==> src/core/btfb_pkg.sv <==
package btfb_pkg;
  // ==========================================================================
  // opcode decoding
  // ==========================================================================
  localparam logic [3:0] BIT_INVERT_OPC = 4'h7;
  localparam logic [7:0] BRANCH_IF_OVERFLOW_OPC = 8'he4;
  localparam logic [7:0] BRANCH_IF_ZERO_OPC = 8'he0;
  localparam int BIT_SEL_LSB = 9;
  localparam int BANK_ACCESS_POS = 8;
  localparam logic [3:0] ACCESS_BANK_NUM = 4'h0;
  localparam logic [7:0] ACCESS_SPLIT_ADDR = 8'h80;
  localparam logic [3:0] ACCESS_HIGH_BANK = 4'hf;
  // ==========================================================================
  // reset values and timing
  // ==========================================================================
  localparam logic [1:0] PHASE_Q1 = 2'h0;
  localparam logic [1:0] PHASE_Q3 = 2'h2;
  localparam logic [1:0] PHASE_Q4 = 2'h3;
  localparam logic [20:0] PC_RESET = 21'h000000;
  localparam logic [20:0] PC_STEP = 21'h000002;
  localparam logic [3:0] BANK_RESET = 4'h0;

  typedef enum logic [1:0] {
    BTFB_EXEC = 2'b00,
    BTFB_IDLE_CYC = 2'b01
  } btfb_state_t;
endpackage : btfb_pkg

==> src/core/btfb_phase_gen.sv <==
`timescale 1ns/10ps
`default_nettype none
// ==========================================================================
// four-phase instruction cycle counter
// ==========================================================================
module btfb_phase_gen (
  input wire logic mclk_in,
  input wire logic rst_in,
  output logic [1:0] phase_out,
  output logic cycle_end_out
);
  logic [1:0] phase_r;
  logic [1:0] phase_nxt;

  always_comb begin
    phase_nxt = phase_r + 2'h1;
  end

  always_ff @(posedge mclk_in or posedge rst_in) begin
    if (rst_in) begin
      phase_r <= btfb_pkg::PHASE_Q1;
    end else begin
      phase_r <= phase_nxt;
    end
  end

  assign phase_out = phase_r;
  assign cycle_end_out = (phase_r == btfb_pkg::PHASE_Q4);
endmodule : btfb_phase_gen
`default_nettype wire

==> src/core/btfb_exec.sv <==
// Behaviour
// RULE1: top nibble 0111 is bit invert; bit, access bit, file address fields.
// RULE2: bit invert flips only the chosen bit and writes the byte back.
// RULE3: access bit 0 uses access bank; 1 uses bank select register.
// RULE4: upper byte 1110 0100 is branch on overflow; low byte signed offset.
// RULE5: overflow branch taken only when overflow flag is one.
// RULE6: upper byte 1110 0000 is branch on zero with signed offset.
// RULE7: zero branch taken only when zero flag is one.
// RULE8: taken target is incremented pc plus twice sign-extended offset.
// RULE9: offset spans minus 128 to plus 127 words.
// RULE10: untaken branch one cycle; taken two, pc written in q4, then idle.
// RULE11: no status flag changes; bit invert done within one cycle.
`timescale 1ns/10ps
`default_nettype none
module btfb_exec (
  input wire logic mclk_in,
  input wire logic rst_in,
  input wire logic [15:0] instr_in,
  input wire logic [3:0] bank_select_reg_in,
  input wire logic overflow_flag_in,
  input wire logic zero_flag_in,
  input wire logic [7:0] dmem_rdata_in,
  output logic [1:0] phase_out,
  output logic [20:0] pc_out,
  output logic [11:0] dmem_addr_out,
  output logic dmem_rd_out,
  output logic dmem_wr_out,
  output logic [7:0] dmem_wdata_out,
  output logic fetch_out,
  output logic status_wr_out
);
  // ==========================================================================
  // phase sequencing
  // ==========================================================================
  logic [1:0] phase;
  logic cycle_end;

  btfb_phase_gen u_phase (
    .mclk_in(mclk_in),
    .rst_in(rst_in),
    .phase_out(phase),
    .cycle_end_out(cycle_end)
  );

  // ==========================================================================
  // decode
  // ==========================================================================
  logic is_invert;
  logic is_bov;
  logic is_bz;
  logic [2:0] bit_sel;
  logic [11:0] eff_addr;
  logic take;
  logic [20:0] target;
  logic [20:0] offs2;
  logic [20:0] pc_r;
  logic [20:0] pc_nxt;

  always_comb begin
    is_invert = (instr_in[15:12] == btfb_pkg::BIT_INVERT_OPC); // see RULE1
    is_bov = (instr_in[15:8] == btfb_pkg::BRANCH_IF_OVERFLOW_OPC); // see RULE4
    is_bz = (instr_in[15:8] == btfb_pkg::BRANCH_IF_ZERO_OPC); // see RULE6
    bit_sel = instr_in[btfb_pkg::BIT_SEL_LSB +: 3]; // see RULE1
    // access bank: low half in bank 0, high half maps to the sfr bank
    if (instr_in[btfb_pkg::BANK_ACCESS_POS]) begin
      eff_addr = {bank_select_reg_in, instr_in[7:0]}; // see RULE3
    end else if (instr_in[7:0] < btfb_pkg::ACCESS_SPLIT_ADDR) begin
      eff_addr = {btfb_pkg::ACCESS_BANK_NUM, instr_in[7:0]}; // see RULE3
    end else begin
      eff_addr = {btfb_pkg::ACCESS_HIGH_BANK, instr_in[7:0]}; // see RULE3
    end
    // see RULE5 RULE7
    take = (is_bov && overflow_flag_in) || (is_bz && zero_flag_in);
    // sign-extend then double: covers -128..127 words, see RULE9
    offs2 = {{12{instr_in[7]}}, instr_in[7:0], 1'b0};
    target = pc_r + offs2; // see RULE8
  end

  // ==========================================================================
  // state, pc and data memory strobes
  // ==========================================================================
  btfb_pkg::btfb_state_t state_r;
  btfb_pkg::btfb_state_t state_nxt;
  logic [11:0] addr_r;
  logic [11:0] addr_nxt;
  logic rd_r;
  logic rd_nxt;
  logic wr_r;
  logic wr_nxt;
  logic [7:0] wdata_r;
  logic [7:0] wdata_nxt;
  logic fetch_r;
  logic fetch_nxt;
  logic status_wr_r;
  logic status_wr_nxt;
  logic [1:0] phase_r;

  // pc_r is the already incremented address during execution
  always_comb begin
    state_nxt = state_r;
    pc_nxt = pc_r;
    addr_nxt = addr_r;
    rd_nxt = 1'b0;
    wr_nxt = 1'b0;
    wdata_nxt = wdata_r;
    fetch_nxt = 1'b0;
    status_wr_nxt = 1'b0; // see RULE11
    case (state_r)
      btfb_pkg::BTFB_EXEC: begin
        if (phase == btfb_pkg::PHASE_Q1 && is_invert) begin
          addr_nxt = eff_addr; // see RULE3
          rd_nxt = 1'b1;
        end
        if (phase == btfb_pkg::PHASE_Q3 && is_invert) begin
          // single-cycle read-modify-write, see RULE11
          wdata_nxt = dmem_rdata_in ^ (8'h01 << bit_sel); // see RULE2
          wr_nxt = 1'b1; // see RULE2
        end
        if (cycle_end) begin
          fetch_nxt = 1'b1;
          if (take) begin
            pc_nxt = target; // see RULE10
            state_nxt = btfb_pkg::BTFB_IDLE_CYC; // see RULE10
          end else begin
            pc_nxt = pc_r + btfb_pkg::PC_STEP; // see RULE10
          end
        end
      end
      btfb_pkg::BTFB_IDLE_CYC: begin
        // flushed cycle: fetch refills from the new target
        if (cycle_end) begin
          fetch_nxt = 1'b1;
          pc_nxt = pc_r + btfb_pkg::PC_STEP;
          state_nxt = btfb_pkg::BTFB_EXEC;
        end
      end
      default: begin
        state_nxt = btfb_pkg::BTFB_EXEC;
      end
    endcase
  end

  always_ff @(posedge mclk_in or posedge rst_in) begin
    if (rst_in) begin
      state_r <= btfb_pkg::BTFB_EXEC;
      pc_r <= btfb_pkg::PC_RESET;
      addr_r <= 12'h000;
      rd_r <= 1'b0;
      wr_r <= 1'b0;
      wdata_r <= 8'h00;
      fetch_r <= 1'b0;
      status_wr_r <= 1'b0;
      phase_r <= btfb_pkg::PHASE_Q1;
    end else begin
      state_r <= state_nxt;
      pc_r <= pc_nxt;
      addr_r <= addr_nxt;
      rd_r <= rd_nxt;
      wr_r <= wr_nxt;
      wdata_r <= wdata_nxt;
      fetch_r <= fetch_nxt;
      status_wr_r <= status_wr_nxt;
      phase_r <= phase;
    end
  end

  assign phase_out = phase_r;
  assign pc_out = pc_r;
  assign dmem_addr_out = addr_r;
  assign dmem_rd_out = rd_r;
  assign dmem_wr_out = wr_r;
  assign dmem_wdata_out = wdata_r;
  assign fetch_out = fetch_r;
  assign status_wr_out = status_wr_r; // see RULE11
endmodule : btfb_exec
`default_nettype wire

==> config.mk <==
export PLATFORM = sky130hd
export DESIGN_NAME = btfb_exec
export DESIGN_NICKNAME = d
export VERILOG_FILES = /design/src/core/btfb_pkg.sv /design/src/core/btfb_phase_gen.sv /design/src/core/btfb_exec.sv
export SDC_FILE = /design/constraint.sdc
export NUM_CORES = 1
export LEC_CHECK = 0
export ABC_AREA = 1
export BUFFER_PORTS_ARGS = -buffer_cell sky130_fd_sc_hd__buf_4
export CAP_MARGIN = 10
export CORE_MARGIN = 4
export CORE_UTILIZATION = 51
export CTS_CLUSTER_DIAMETER = 200
export DETAILED_ROUTE_END_ITERATION = 6
export GPL_ROUTABILITY_DRIVEN = 0
export HOLD_SLACK_MARGIN = 0.02
export PLACE_DENSITY_LB_ADDON = 0.3
export SLEW_MARGIN = 20
export SYNTH_ARGS = -nofsm -noshare
export SYNTH_HDL_FRONTEND = slang
export SYNTH_HIERARCHICAL = 1
export SYNTH_SLANG_ARGS = --single-unit
==> constraint.sdc <==
create_clock -name mclk_in -period 1.83 [get_ports mclk_in]
set_clock_uncertainty 0.05 [all_clocks]
set_input_delay 0.0915 -clock mclk_in [delete_from_list [all_inputs] [get_ports mclk_in]]
set_output_delay 0.0915 -clock mclk_in [all_outputs]
set_load 0.02 [all_outputs]
==> flow_summary.ini, run 1 <==
[yosys]
ys_types = 44
synth_compound_area_share_pct = 9.73
synth_largest_area_cell = dfrtp_1
synth_most_common_cell = nand2_1
netlist_instances = 560
synthXorXnorAreaFrac_pct = 4.79
syn_area_per_cell_sq_um = 6.86
synth_edf_count = 0
synthMuxAreaShare_pct = 0
synthSimpleGateAreaFrac_pct = 37.5
synth_common_cells = nand2_1 (182), inv_1 (70), nor2_1 (54), nand3_1 (49), dfrtp_1 (48)
ys_top_cells_by_area = dfrtp_1 (31%), nand2_1 (18%), ha_1 (6.8%)
synth_top_cell_area_share_pct = 31.3
synth_area_sq_mm = 0.00384
synth_top_family_by_area = simple AND/OR/NAND/NOR gates
synth-async-reset-ratio_pct = 100
yosysSeqAreaShare_pct = 31.3
ys_ff_latch = 48
synth_ff_type = dfrtp_1
synth-adder-area-share_pct = 7.36
ys_warn_count = 6

[sta]
grt_setup_unrepaired = true
setup_viol = 12
min_period_ns = 1.98
fmax_ghz = 0.504
worst_pin_slew_ns = 0.509
setup_slack_ns = -0.155
drv_slew = 0
finalCritPeriodShare_pct = 108
maxSlewHeadroom_pct = 66.0
finalHoldViolations = 0

[cts]
cts_buffer_depth = 2
cts_buffers = 5
cts.sinks = 48
cts_root_buffer = clkbuf_8
cts.clk_slew.worst_paths_ns = 0.10
insertion_delay_ns = 0.31
htreeDepth = 2
cts_tree = yes

[setup_path]
crit_family = simple AND/OR/NAND/NOR gates
worst_setup_path_end_kind = flip-flop
worstSetupPathType = reg2reg
cpPeakStageDelay_ns = 0.44
r2r_cells = 9
path_cells = ha_4, nand2_1, nor2_2, nand3_2, nand3b_1, a21oi_2, or2_4, nand3_2, nand2_1
cp_slowest_cell = dfrtp_1
arrival_ns = 2.15
worst-path-buf-inv = 0
worst_setup_path_start_kind = flip-flop
cp_max_fo = 5
crit_required_ns = 1.99
critical_path_depth = 9

[placement]
dp_hpwl_um = 8990
dpl.cell_count = 786
place_ws_ns = -0.0706
dpl_cell_area_sq_mm = 0.00497
io_buffers = 76

[power]
p_sw_uw = 1450
p_int_uw = 2480
power.density_mw_per_mm2 = 679
ir_worst_vdd_mv = 0.419
netSwitchingFraction_pct = 36.9
pwr-share-seq_pct = 31.8
p_clk_share_pct = 23.5
p_leak_uw = 0.00290
pwr-share-comb_pct = 44.7

[cells_and_area]
final_cells = 814
fillers = 442
fin_nets = 769
syn2layout_area_growth_pct = 50.6
design_area_sq_mm = 0.00579
ff_latch_area_sq_mm = 0.00120
drive_gt1_share_pct = 37.8
n_antenna_cell = 0
multi_input_area_sq_mm = 0.00282

[global_route]
overflow = 0
grt_pass1_vias = 4345
antenna_found_initial = 0
grt_pass1_wl_um = 19700
grt_max_degree = 29
track_usage_pct = 27.7

[route]
firstDrtPassIters = 7
drc = 8
vias_per_cell = 5.81
routed_wl_um = 14300
wl_per_cell_um = 17.5
detail-route-antenna-nets = 0
vias = 4730
first_iter_violations = 727

[die]
die_area_sq_mm = 0.00899
start_util_pct = 52.7
die_h_um = 94.8
rows = 31
die_x_um = 94.8
core_area_sq_mm = 0.00729
boundaryPins = 79

[flow_run]
maxCapViolCount = 0

[run_status]
status = finished, violations left
violations = DRC, setup timing

[min_path]
worstHoldPathType = in2reg
holdPathStages = 3
-- final cells by class --
| class | count | share of cell area, % |
|---|---|---|
| clock inverters | 2 | 1.04 |
| repair buffers | 156 | 21.1 |
| inverters | 76 | 5.02 |
| flip-flops and latches | 48 | 20.8 |
| multi-input cells | 428 | 48.6 |
| well taps | 99 | 2.14 |
| clock buffers | 5 | 1.19 |
-- sequential cells by signal (all words and copies together) (netlist names) --
| register | count |
|---|---|
| pc_out | 20 |
| dmem_addr_out | 12 |
| dmem_wdata_out | 8 |
| phase_out | 2 |
| u_phase/phase_out | 2 |
| dmem_rd_out | 1 |
| dmem_wr_out | 1 |
| fetch_out | 1 |
| state_r | 1 |
-- through the flow --
step,total power (uW),utilization [%],TNS (ns),hold slack (ns)
after floorplan,2080,-,-0.196,-0.217
after global placement,2610,68.2,-0.0940,-0.0822
after detailed placement,2650,68.2,-0.218,-0.0732
after CTS,3670,73.9,-0.0855,0.0209
after global routing,4090,79.4,-1.95,0.0229
final,3930,79.4,-0.910,0.0280
-- per-layer routing --
metal  vias to the layer above  wire length (um)  global-route usage (%)  part of all wire [%]
met5                         -                 0                       0                     0
met4                         0              1080                    13.1                   7.5
met3                       115              1380                    3.11                   9.7
met2                       364              6630                    48.8                    46
met1                      2141              5180                    33.4                    36
li1                       2110                 -                       -                     -
-- final timing paths --
kind                                                    from                             end  slack [ns]
worst min-delay path                        dmem_rdata_in[2]   dmem_wdata_out[2]$_DFFE_PP0P_        0.03
worst max-delay path                   pc_out[8]$_DFFE_PP0P_          pc_out[15]$_DFFE_PP0P_       -0.15
worst min register to register  dmem_addr_out[2]$_DFFE_PP0P_    dmem_addr_out[2]$_DFFE_PP0P_        0.44
worst max register to register         pc_out[8]$_DFFE_PP0P_          pc_out[15]$_DFFE_PP0P_       -0.15
min in group asynchronous                             rst_in  u_phase/phase_out[1]$_DFF_PP0_        0.15
max in group asynchronous                             rst_in   dmem_wdata_out[6]$_DFFE_PP0P_        0.86
-- logic make-up after synthesis --
kind of cell / Yosys count
AO/OA/AOI/OAI: 60
XOR/XNOR: 21
AND/OR/NAND/NOR: 323
buffers and inverters: 85
adder cells (fa/ha/maj): 22
flip-flops: 48
other: 1
-- placed cells by master (no fill, tap or decap), drive strengths merged --
master	synthesis	routed
nor2	58	58
a21o	1	1
nand3	53	53
o22ai	2	2
a31o	1	1
xnor2	7	7
nor4	4	4
inv	76	76
nand2	183	183
a31oi	5	5
bufinv	0	2
o21a	1	1
o221ai	4	4
fa	1	1
buf	7	143
nand4	10	10
xor2	14	14
o21ai	14	14
o211ai	1	1
o21bai	1	1
conb	1	2
nor3b	1	1
dfrtp	48	48
dlygate4sd3	0	13
nor3	6	6
ha	21	21
or2	4	4
clkbuf	2	5
a21oi	30	30
nand3b	4	4
-- worst min-delay path: cells and delay by family --
kind | cells | cell delay (ns)
AO/OA/AOI/OAI | 1 | 0.08
buffers and inverters | 1 | 0.11
AND/OR/NAND/NOR | 1 | 0.06
-- power by group through the flow --
stage | Clock (uW) | Sequential [uW] | Combinational [uW]
finish | 925 | 1250 | 1760
global route | 976 | 1260 | 1860
CTS | 928 | 1240 | 1500
detailed placement | 0 | 1250 | 1390
global placement | 0 | 1250 | 1360
floorplan | 0 | 1400 | 676
-- repair_timing --
item,4_1_cts,5_1_grt
gates resized for setup,18,79
endpoints found under the hold margin,30,0
hold buffers,13,0
pin swaps,7,31
setup endpoints to repair,11,13
setup buffers,2,6
Note: power is estimated with default switching activity, not from simulation.
==> inputs of run 2 (changes only) <==
--- a/config.mk
+++ b/config.mk
@@ -15,6 +15,7 @@
 export GPL_ROUTABILITY_DRIVEN = 0
 export HOLD_SLACK_MARGIN = 0.02
 export PLACE_DENSITY_LB_ADDON = 0.3
+export RECOVER_POWER = 25
 export SLEW_MARGIN = 20
 export SYNTH_ARGS = -nofsm -noshare
 export SYNTH_HDL_FRONTEND = slang
==> run 2 against run 1 <==
Effect of this change:
- non-clock buffer count unchanged
- sequential power about the same
- worst hold slack got worse by 0.0015 ns
- via count increased by 0.49%
- clock-buffer cell count unchanged
- clock power increased by 0.5%
- highest routed layer unchanged
- utilization decreased by 0.69 points
- the flow finishes with violations (setup timing)
- register-to-register slack improved by 0.02 ns
- combinational power about the same
- final cell count unchanged
==> flow_summary.ini, run 2 (synthesis results as in run 1) <==
[sta]
fin_hold_ws_ns = 0.0265
setup_viol = 12
finalCritPeriodShare_pct = 107
min_period_ns = 1.97
maxSlewHeadroom_pct = 43.8
drv_slew = 0
setup_slack_ns = -0.135
tns_ns = -0.940
worst_pin_slew_ns = 0.843
finalHoldViolations = 0
grt_setup_unrepaired = true
fmax_ghz = 0.509

[power]
p_leak_uw = 0.00285
p_int_uw = 2470
p_sw_uw = 1460
pwr-share-comb_pct = 44.5
netSwitchingFraction_pct = 37.2
ir_worst_vdd_mv = 0.419
pwr-share-seq_pct = 31.8
p_clk_share_pct = 23.7
power.density_mw_per_mm2 = 685

[cts]
htreeDepth = 2
insertion_delay_ns = 0.32
cts_buffer_depth = 2
cts_buffers = 5
cts.sinks = 48
cts_root_buffer = clkbuf_8
cts_tree = yes
cts.clk_slew.worst_paths_ns = 0.10

[die]
die_x_um = 94.8
core_area_sq_mm = 0.00729
boundaryPins = 79
rows = 31
die_area_sq_mm = 0.00899
start_util_pct = 52.7
die_h_um = 94.8

[run_status]
violations = setup timing
status = finished, violations left

[cells_and_area]
syn2layout_area_growth_pct = 49.3
finish.utilization_pct = 78.7
n_antenna_cell = 0
final_cell_mix = nand2_1 (164), buf_4 (130), inv_1 (66)
design_area_sq_mm = 0.00574
largest_register_ffs = 20
final_common_cell = nand2_1
fillers = 459
fin_nets = 769
final_cells = 814
drive_gt1_share_pct = 36.2

[placement]
dpl.cell_count = 786
dp_hpwl_um = 8990
io_buffers = 76
dpl_cell_area_sq_mm = 0.00497

[global_route]
overflow = 0
track_usage_pct = 27.7
grt_max_degree = 29
grt_pass1_wl_um = 19700
antenna_found_initial = 0
grt_pass1_vias = 4345

[min_path]
worstHoldPathType = in2reg

[route]
detail-route-antenna-nets = 0
first_iter_violations = 702
wl_per_cell_um = 17.6
firstDrtPassIters = 6
vias = 4753
vias_per_cell = 5.84
routed_wl_um = 14400
drc = 0

[setup_path]
worst_setup_path_end_kind = flip-flop
arrival_ns = 2.13
worstSetupPathType = reg2reg
crit_required_ns = 2.00
cp_max_fo = 5
worst_setup_path_start_kind = flip-flop

[flow_run]
maxCapViolCount = 0
-- run 2: changes by cell type in the layout (fill, tap and decap cells not counted), sizes merged --
cell and delta:
buf -11, clkbuf +11
-- run 2: layer usage --
metal | track usage [%] | routed length [um]
met1 | 33.4 | 5230
met2 | 48.8 | 6730
met3 | 3.11 | 1400
met4 | 13.1 | 998
met5 | 0 | 0
-- run 2: stage by stage --
stage          power, uW  worst slack (ns)
2_1_floorplan       2080           -0.0664
4_1_cts             3670           -0.0283
3_3_place_gp        2610           -0.0555
3_5_place_dp        2650           -0.0706
6_report            3930            -0.135
5_1_grt             4080            -0.236
-- run 2: worst paths after layout --
| path | to | slack, ns | startpoint | cells past startpoint |
|---|---|---|---|---|
| setup / recovery | pc_out[15]$_DFFE_PP0P_ | -0.14 | pc_out[4]$_DFFE_PP0P_ | 11 |
| hold / removal | dmem_wdata_out[2]$_DFFE_PP0P_ | 0.03 | dmem_rdata_in[2] | 3 |
| setup reg to reg | pc_out[15]$_DFFE_PP0P_ | -0.14 | pc_out[4]$_DFFE_PP0P_ | 11 |
| hold reg to reg | dmem_addr_out[3]$_DFFE_PP0P_ | 0.44 | dmem_addr_out[3]$_DFFE_PP0P_ | 2 |
| max in group asynchronous | pc_out[6]$_DFFE_PP0P_ | 0.27 | rst_in | 4 |
| min in group asynchronous | u_phase/phase_out[1]$_DFF_PP0_ | 0.12 | rst_in | 3 |
-- run 2: critical path, stage by stage, from the launching register on --
cell      delay [ns]
dfrtp_1         0.44
ha_4            0.32
nand2_2         0.08
nand2_1         0.08
nand2_1         0.07
nand2_1         0.09
nand2_1         0.06
nand3b_1        0.22
a21oi_2         0.12
or2_4           0.25
nand3_2         0.05
nand2_1         0.05
-- run 2: cell type report --
type | instances | area [sq um] | share of cell area, %
Multi-Input combinational cell | 428 | 2820 | 49.1
Sequential cell | 48 | 1200 | 21.0
Timing Repair Buffer | 156 | 1170 | 20.5
Inverter | 76 | 290 | 5.06
Tap cell | 99 | 124 | 2.16
Clock buffer | 5 | 68.8 | 1.20
Clock inverter | 2 | 60.1 | 1.05
-- run 2: repair_timing --
item	in CTS	in global routing
hold endpoints to repair	30	0
setup buffers	2	6
hold buffers	13	0
pin swaps	7	31
cloned	0	0
gates resized for setup	18	79
setup endpoints to repair	11	13
-- run 2: power groups by stage --
stage	Sequential, uW	Clock [uW]	Combinational [uW]
3_3_place_gp	1250	0	1360
4_1_cts	1240	928	1500
3_5_place_dp	1250	0	1390
5_1_grt	1260	976	1850
2_1_floorplan	1400	0	676
6_report	1250	930	1750
==> inputs of run 3 (changes only) <==
--- a/config.mk
+++ b/config.mk
@@ -14,7 +14,7 @@
 export DETAILED_ROUTE_END_ITERATION = 6
 export GPL_ROUTABILITY_DRIVEN = 0
 export HOLD_SLACK_MARGIN = 0.02
-export PLACE_DENSITY_LB_ADDON = 0.3
+export PLACE_DENSITY = 0.85
 export RECOVER_POWER = 25
 export SLEW_MARGIN = 20
 export SYNTH_ARGS = -nofsm -noshare
==> run 3 against run 2 <==
Effect of this change:
- the run ends with DRC, setup timing left
- sequential share of layout area grew 0.73 points
- clock power decreased by 22%
- sequential power hardly changed
- utilization shrank 2.7 points
==> flow_summary.ini, run 3 (synthesis results as in run 1) <==
[run_status]
status = finished, violations left
violations = DRC, setup timing

[cells_and_area]
syn2layout_area_growth_pct = 44.2
fin_nets = 761
n_antenna_cell = 0
finish.utilization_pct = 76.0
final_common_cell = nand2_1
drive_gt1_share_pct = 34.5
design_area_sq_mm = 0.00554
largest_register_ffs = 20
final_cell_mix = nand2_1 (168), buf_4 (130), inv_1 (64)

[route]
first_iter_violations = 617
drc = 55
firstDrtPassIters = 7
detail-route-antenna-nets = 0
vias_per_cell = 5.92
wl_per_cell_um = 18.3
vias = 4775
routed_wl_um = 14800

[sta]
grt_setup_unrepaired = true
min_period_ns = 2.08
tns_ns = -1.69
maxSlewHeadroom_pct = 66.4
fin_hold_ws_ns = 0.0148
worst_pin_slew_ns = 0.504
finalHoldViolations = 0
setup_slack_ns = -0.249
drv_slew = 0
finalCritPeriodShare_pct = 114
setup_viol = 15
fmax_ghz = 0.481

[die]
die_area_sq_mm = 0.00899
rows = 31
core_area_sq_mm = 0.00729
start_util_pct = 52.7
die_h_um = 94.8
die_x_um = 94.8
boundaryPins = 79

[placement]
dpl_cell_area_sq_mm = 0.00493
io_buffers = 76
dp_hpwl_um = 9150

[global_route]
grt_pass1_vias = 4274
overflow = 0
track_usage_pct = 26.9
grt_max_degree = 22
antenna_found_initial = 0
grt_pass1_wl_um = 19300

[setup_path]
worst_setup_path_end_kind = flip-flop
cp_max_fo = 4
worstSetupPathType = reg2reg
arrival_ns = 2.22
crit_path_start = pc_out[2]$_DFFE_PP0P_
worst_setup_path_start_kind = flip-flop
crit_required_ns = 1.97
reg2reg_from = pc_out[2]$_DFFE_PP0P_

[cts]
cts_buffers = 5
cts_buffer_depth = 2
insertion_delay_ns = 0.31
cts_root_buffer = clkbuf_8
cts.clk_slew.worst_paths_ns = 0.10
htreeDepth = 2
cts.sinks = 48
cts_tree = yes

[power]
p_leak_uw = 0.00280
ir_worst_vdd_mv = 0.390
power.density_mw_per_mm2 = 666

[min_path]
holdCritStartpoint = dmem_rdata_in[2]
worstHoldPathType = in2reg

[flow_run]
maxCapViolCount = 0
==> run 3: path summary, 6_finish.rpt <==
path	depth (start not counted)	to	slack [ns]
setup / recovery	9	pc_out[9]$_DFFE_PP0P_	-0.25
hold / removal	3	dmem_wdata_out[2]$_DFFE_PP0P_	0.01
setup reg to reg	9	pc_out[9]$_DFFE_PP0P_	-0.25
hold reg to reg	2	dmem_addr_out[0]$_DFFE_PP0P_	0.43
max in group asynchronous	4	dmem_wdata_out[1]$_DFFE_PP0P_	0.55
min in group asynchronous	3	u_phase/phase_out[1]$_DFF_PP0_	0.14
==> run 3: worst max-delay path, cell delays in order, from the launching register on <==
cell	delay, ns
dfrtp_2	0.42
buf_4	0.15
ha_1	0.17
nand2_1	0.07
nor2_1	0.13
nand2_2	0.14
inv_1	0.15
nand3_1	0.25
o221ai_2	0.32
o21ai_1	0.12
==> run 3: timing repair <==
| action | CTS | global route |
|---|---|---|
| hold endpoints to repair | 21 | 0 |
| buffers inserted | 1 | 5 |
| pin swaps | 6 | 11 |
| hold buffers | 11 | 0 |
| resized for setup | 8 | 64 |
| setup endpoints to repair | 10 | 13 |
==> run 3: area by class of cell <==
type | count | area, sq um
Multi-Input combinational cell | 428 | 2700
Fill cell | 488 | 1750
Sequential cell | 48 | 1200
Timing Repair Buffer | 148 | 1130
Inverter | 76 | 288
Tap cell | 99 | 124
Clock buffer | 6 | 82.6
Clock inverter | 2 | 15.0
==> run 3: where the power goes <==
group / leakage, uW / internal [uW] / total (uW) / switching, uW
combinational: 0.00218 / 738 / 1710 / 972
sequential: 0.000577 / 1170 / 1250 / 86.5
clock: 0.0000434 / 308 / 727 / 420
==> run 3: routing by layer <==
metal  share of wire (%)  up-vias  routed length (um)  track usage, %
met5                   0        -                   0               0
met4                 8.5        0                1260            11.1
met3                  11      143                1560            3.75
met2                  46      390                6850            46.3
met1                  35     2148                5100            33.8
li1                    -     2094                   -               -
==> run 3: stage by stage <==
stage / total power (uW) / setup WS (ns) / instances
2_1_floorplan: 2080 / -0.0664 / 561
3_3_place_gp: 2590 / -0.0155 / 782
3_5_place_dp: 2640 / -0.0699 / 782
4_1_cts: 3390 / -0.0248 / 802
5_1_grt: 3860 / -0.321 / 807
6_report: 3690 / -0.249 / 807
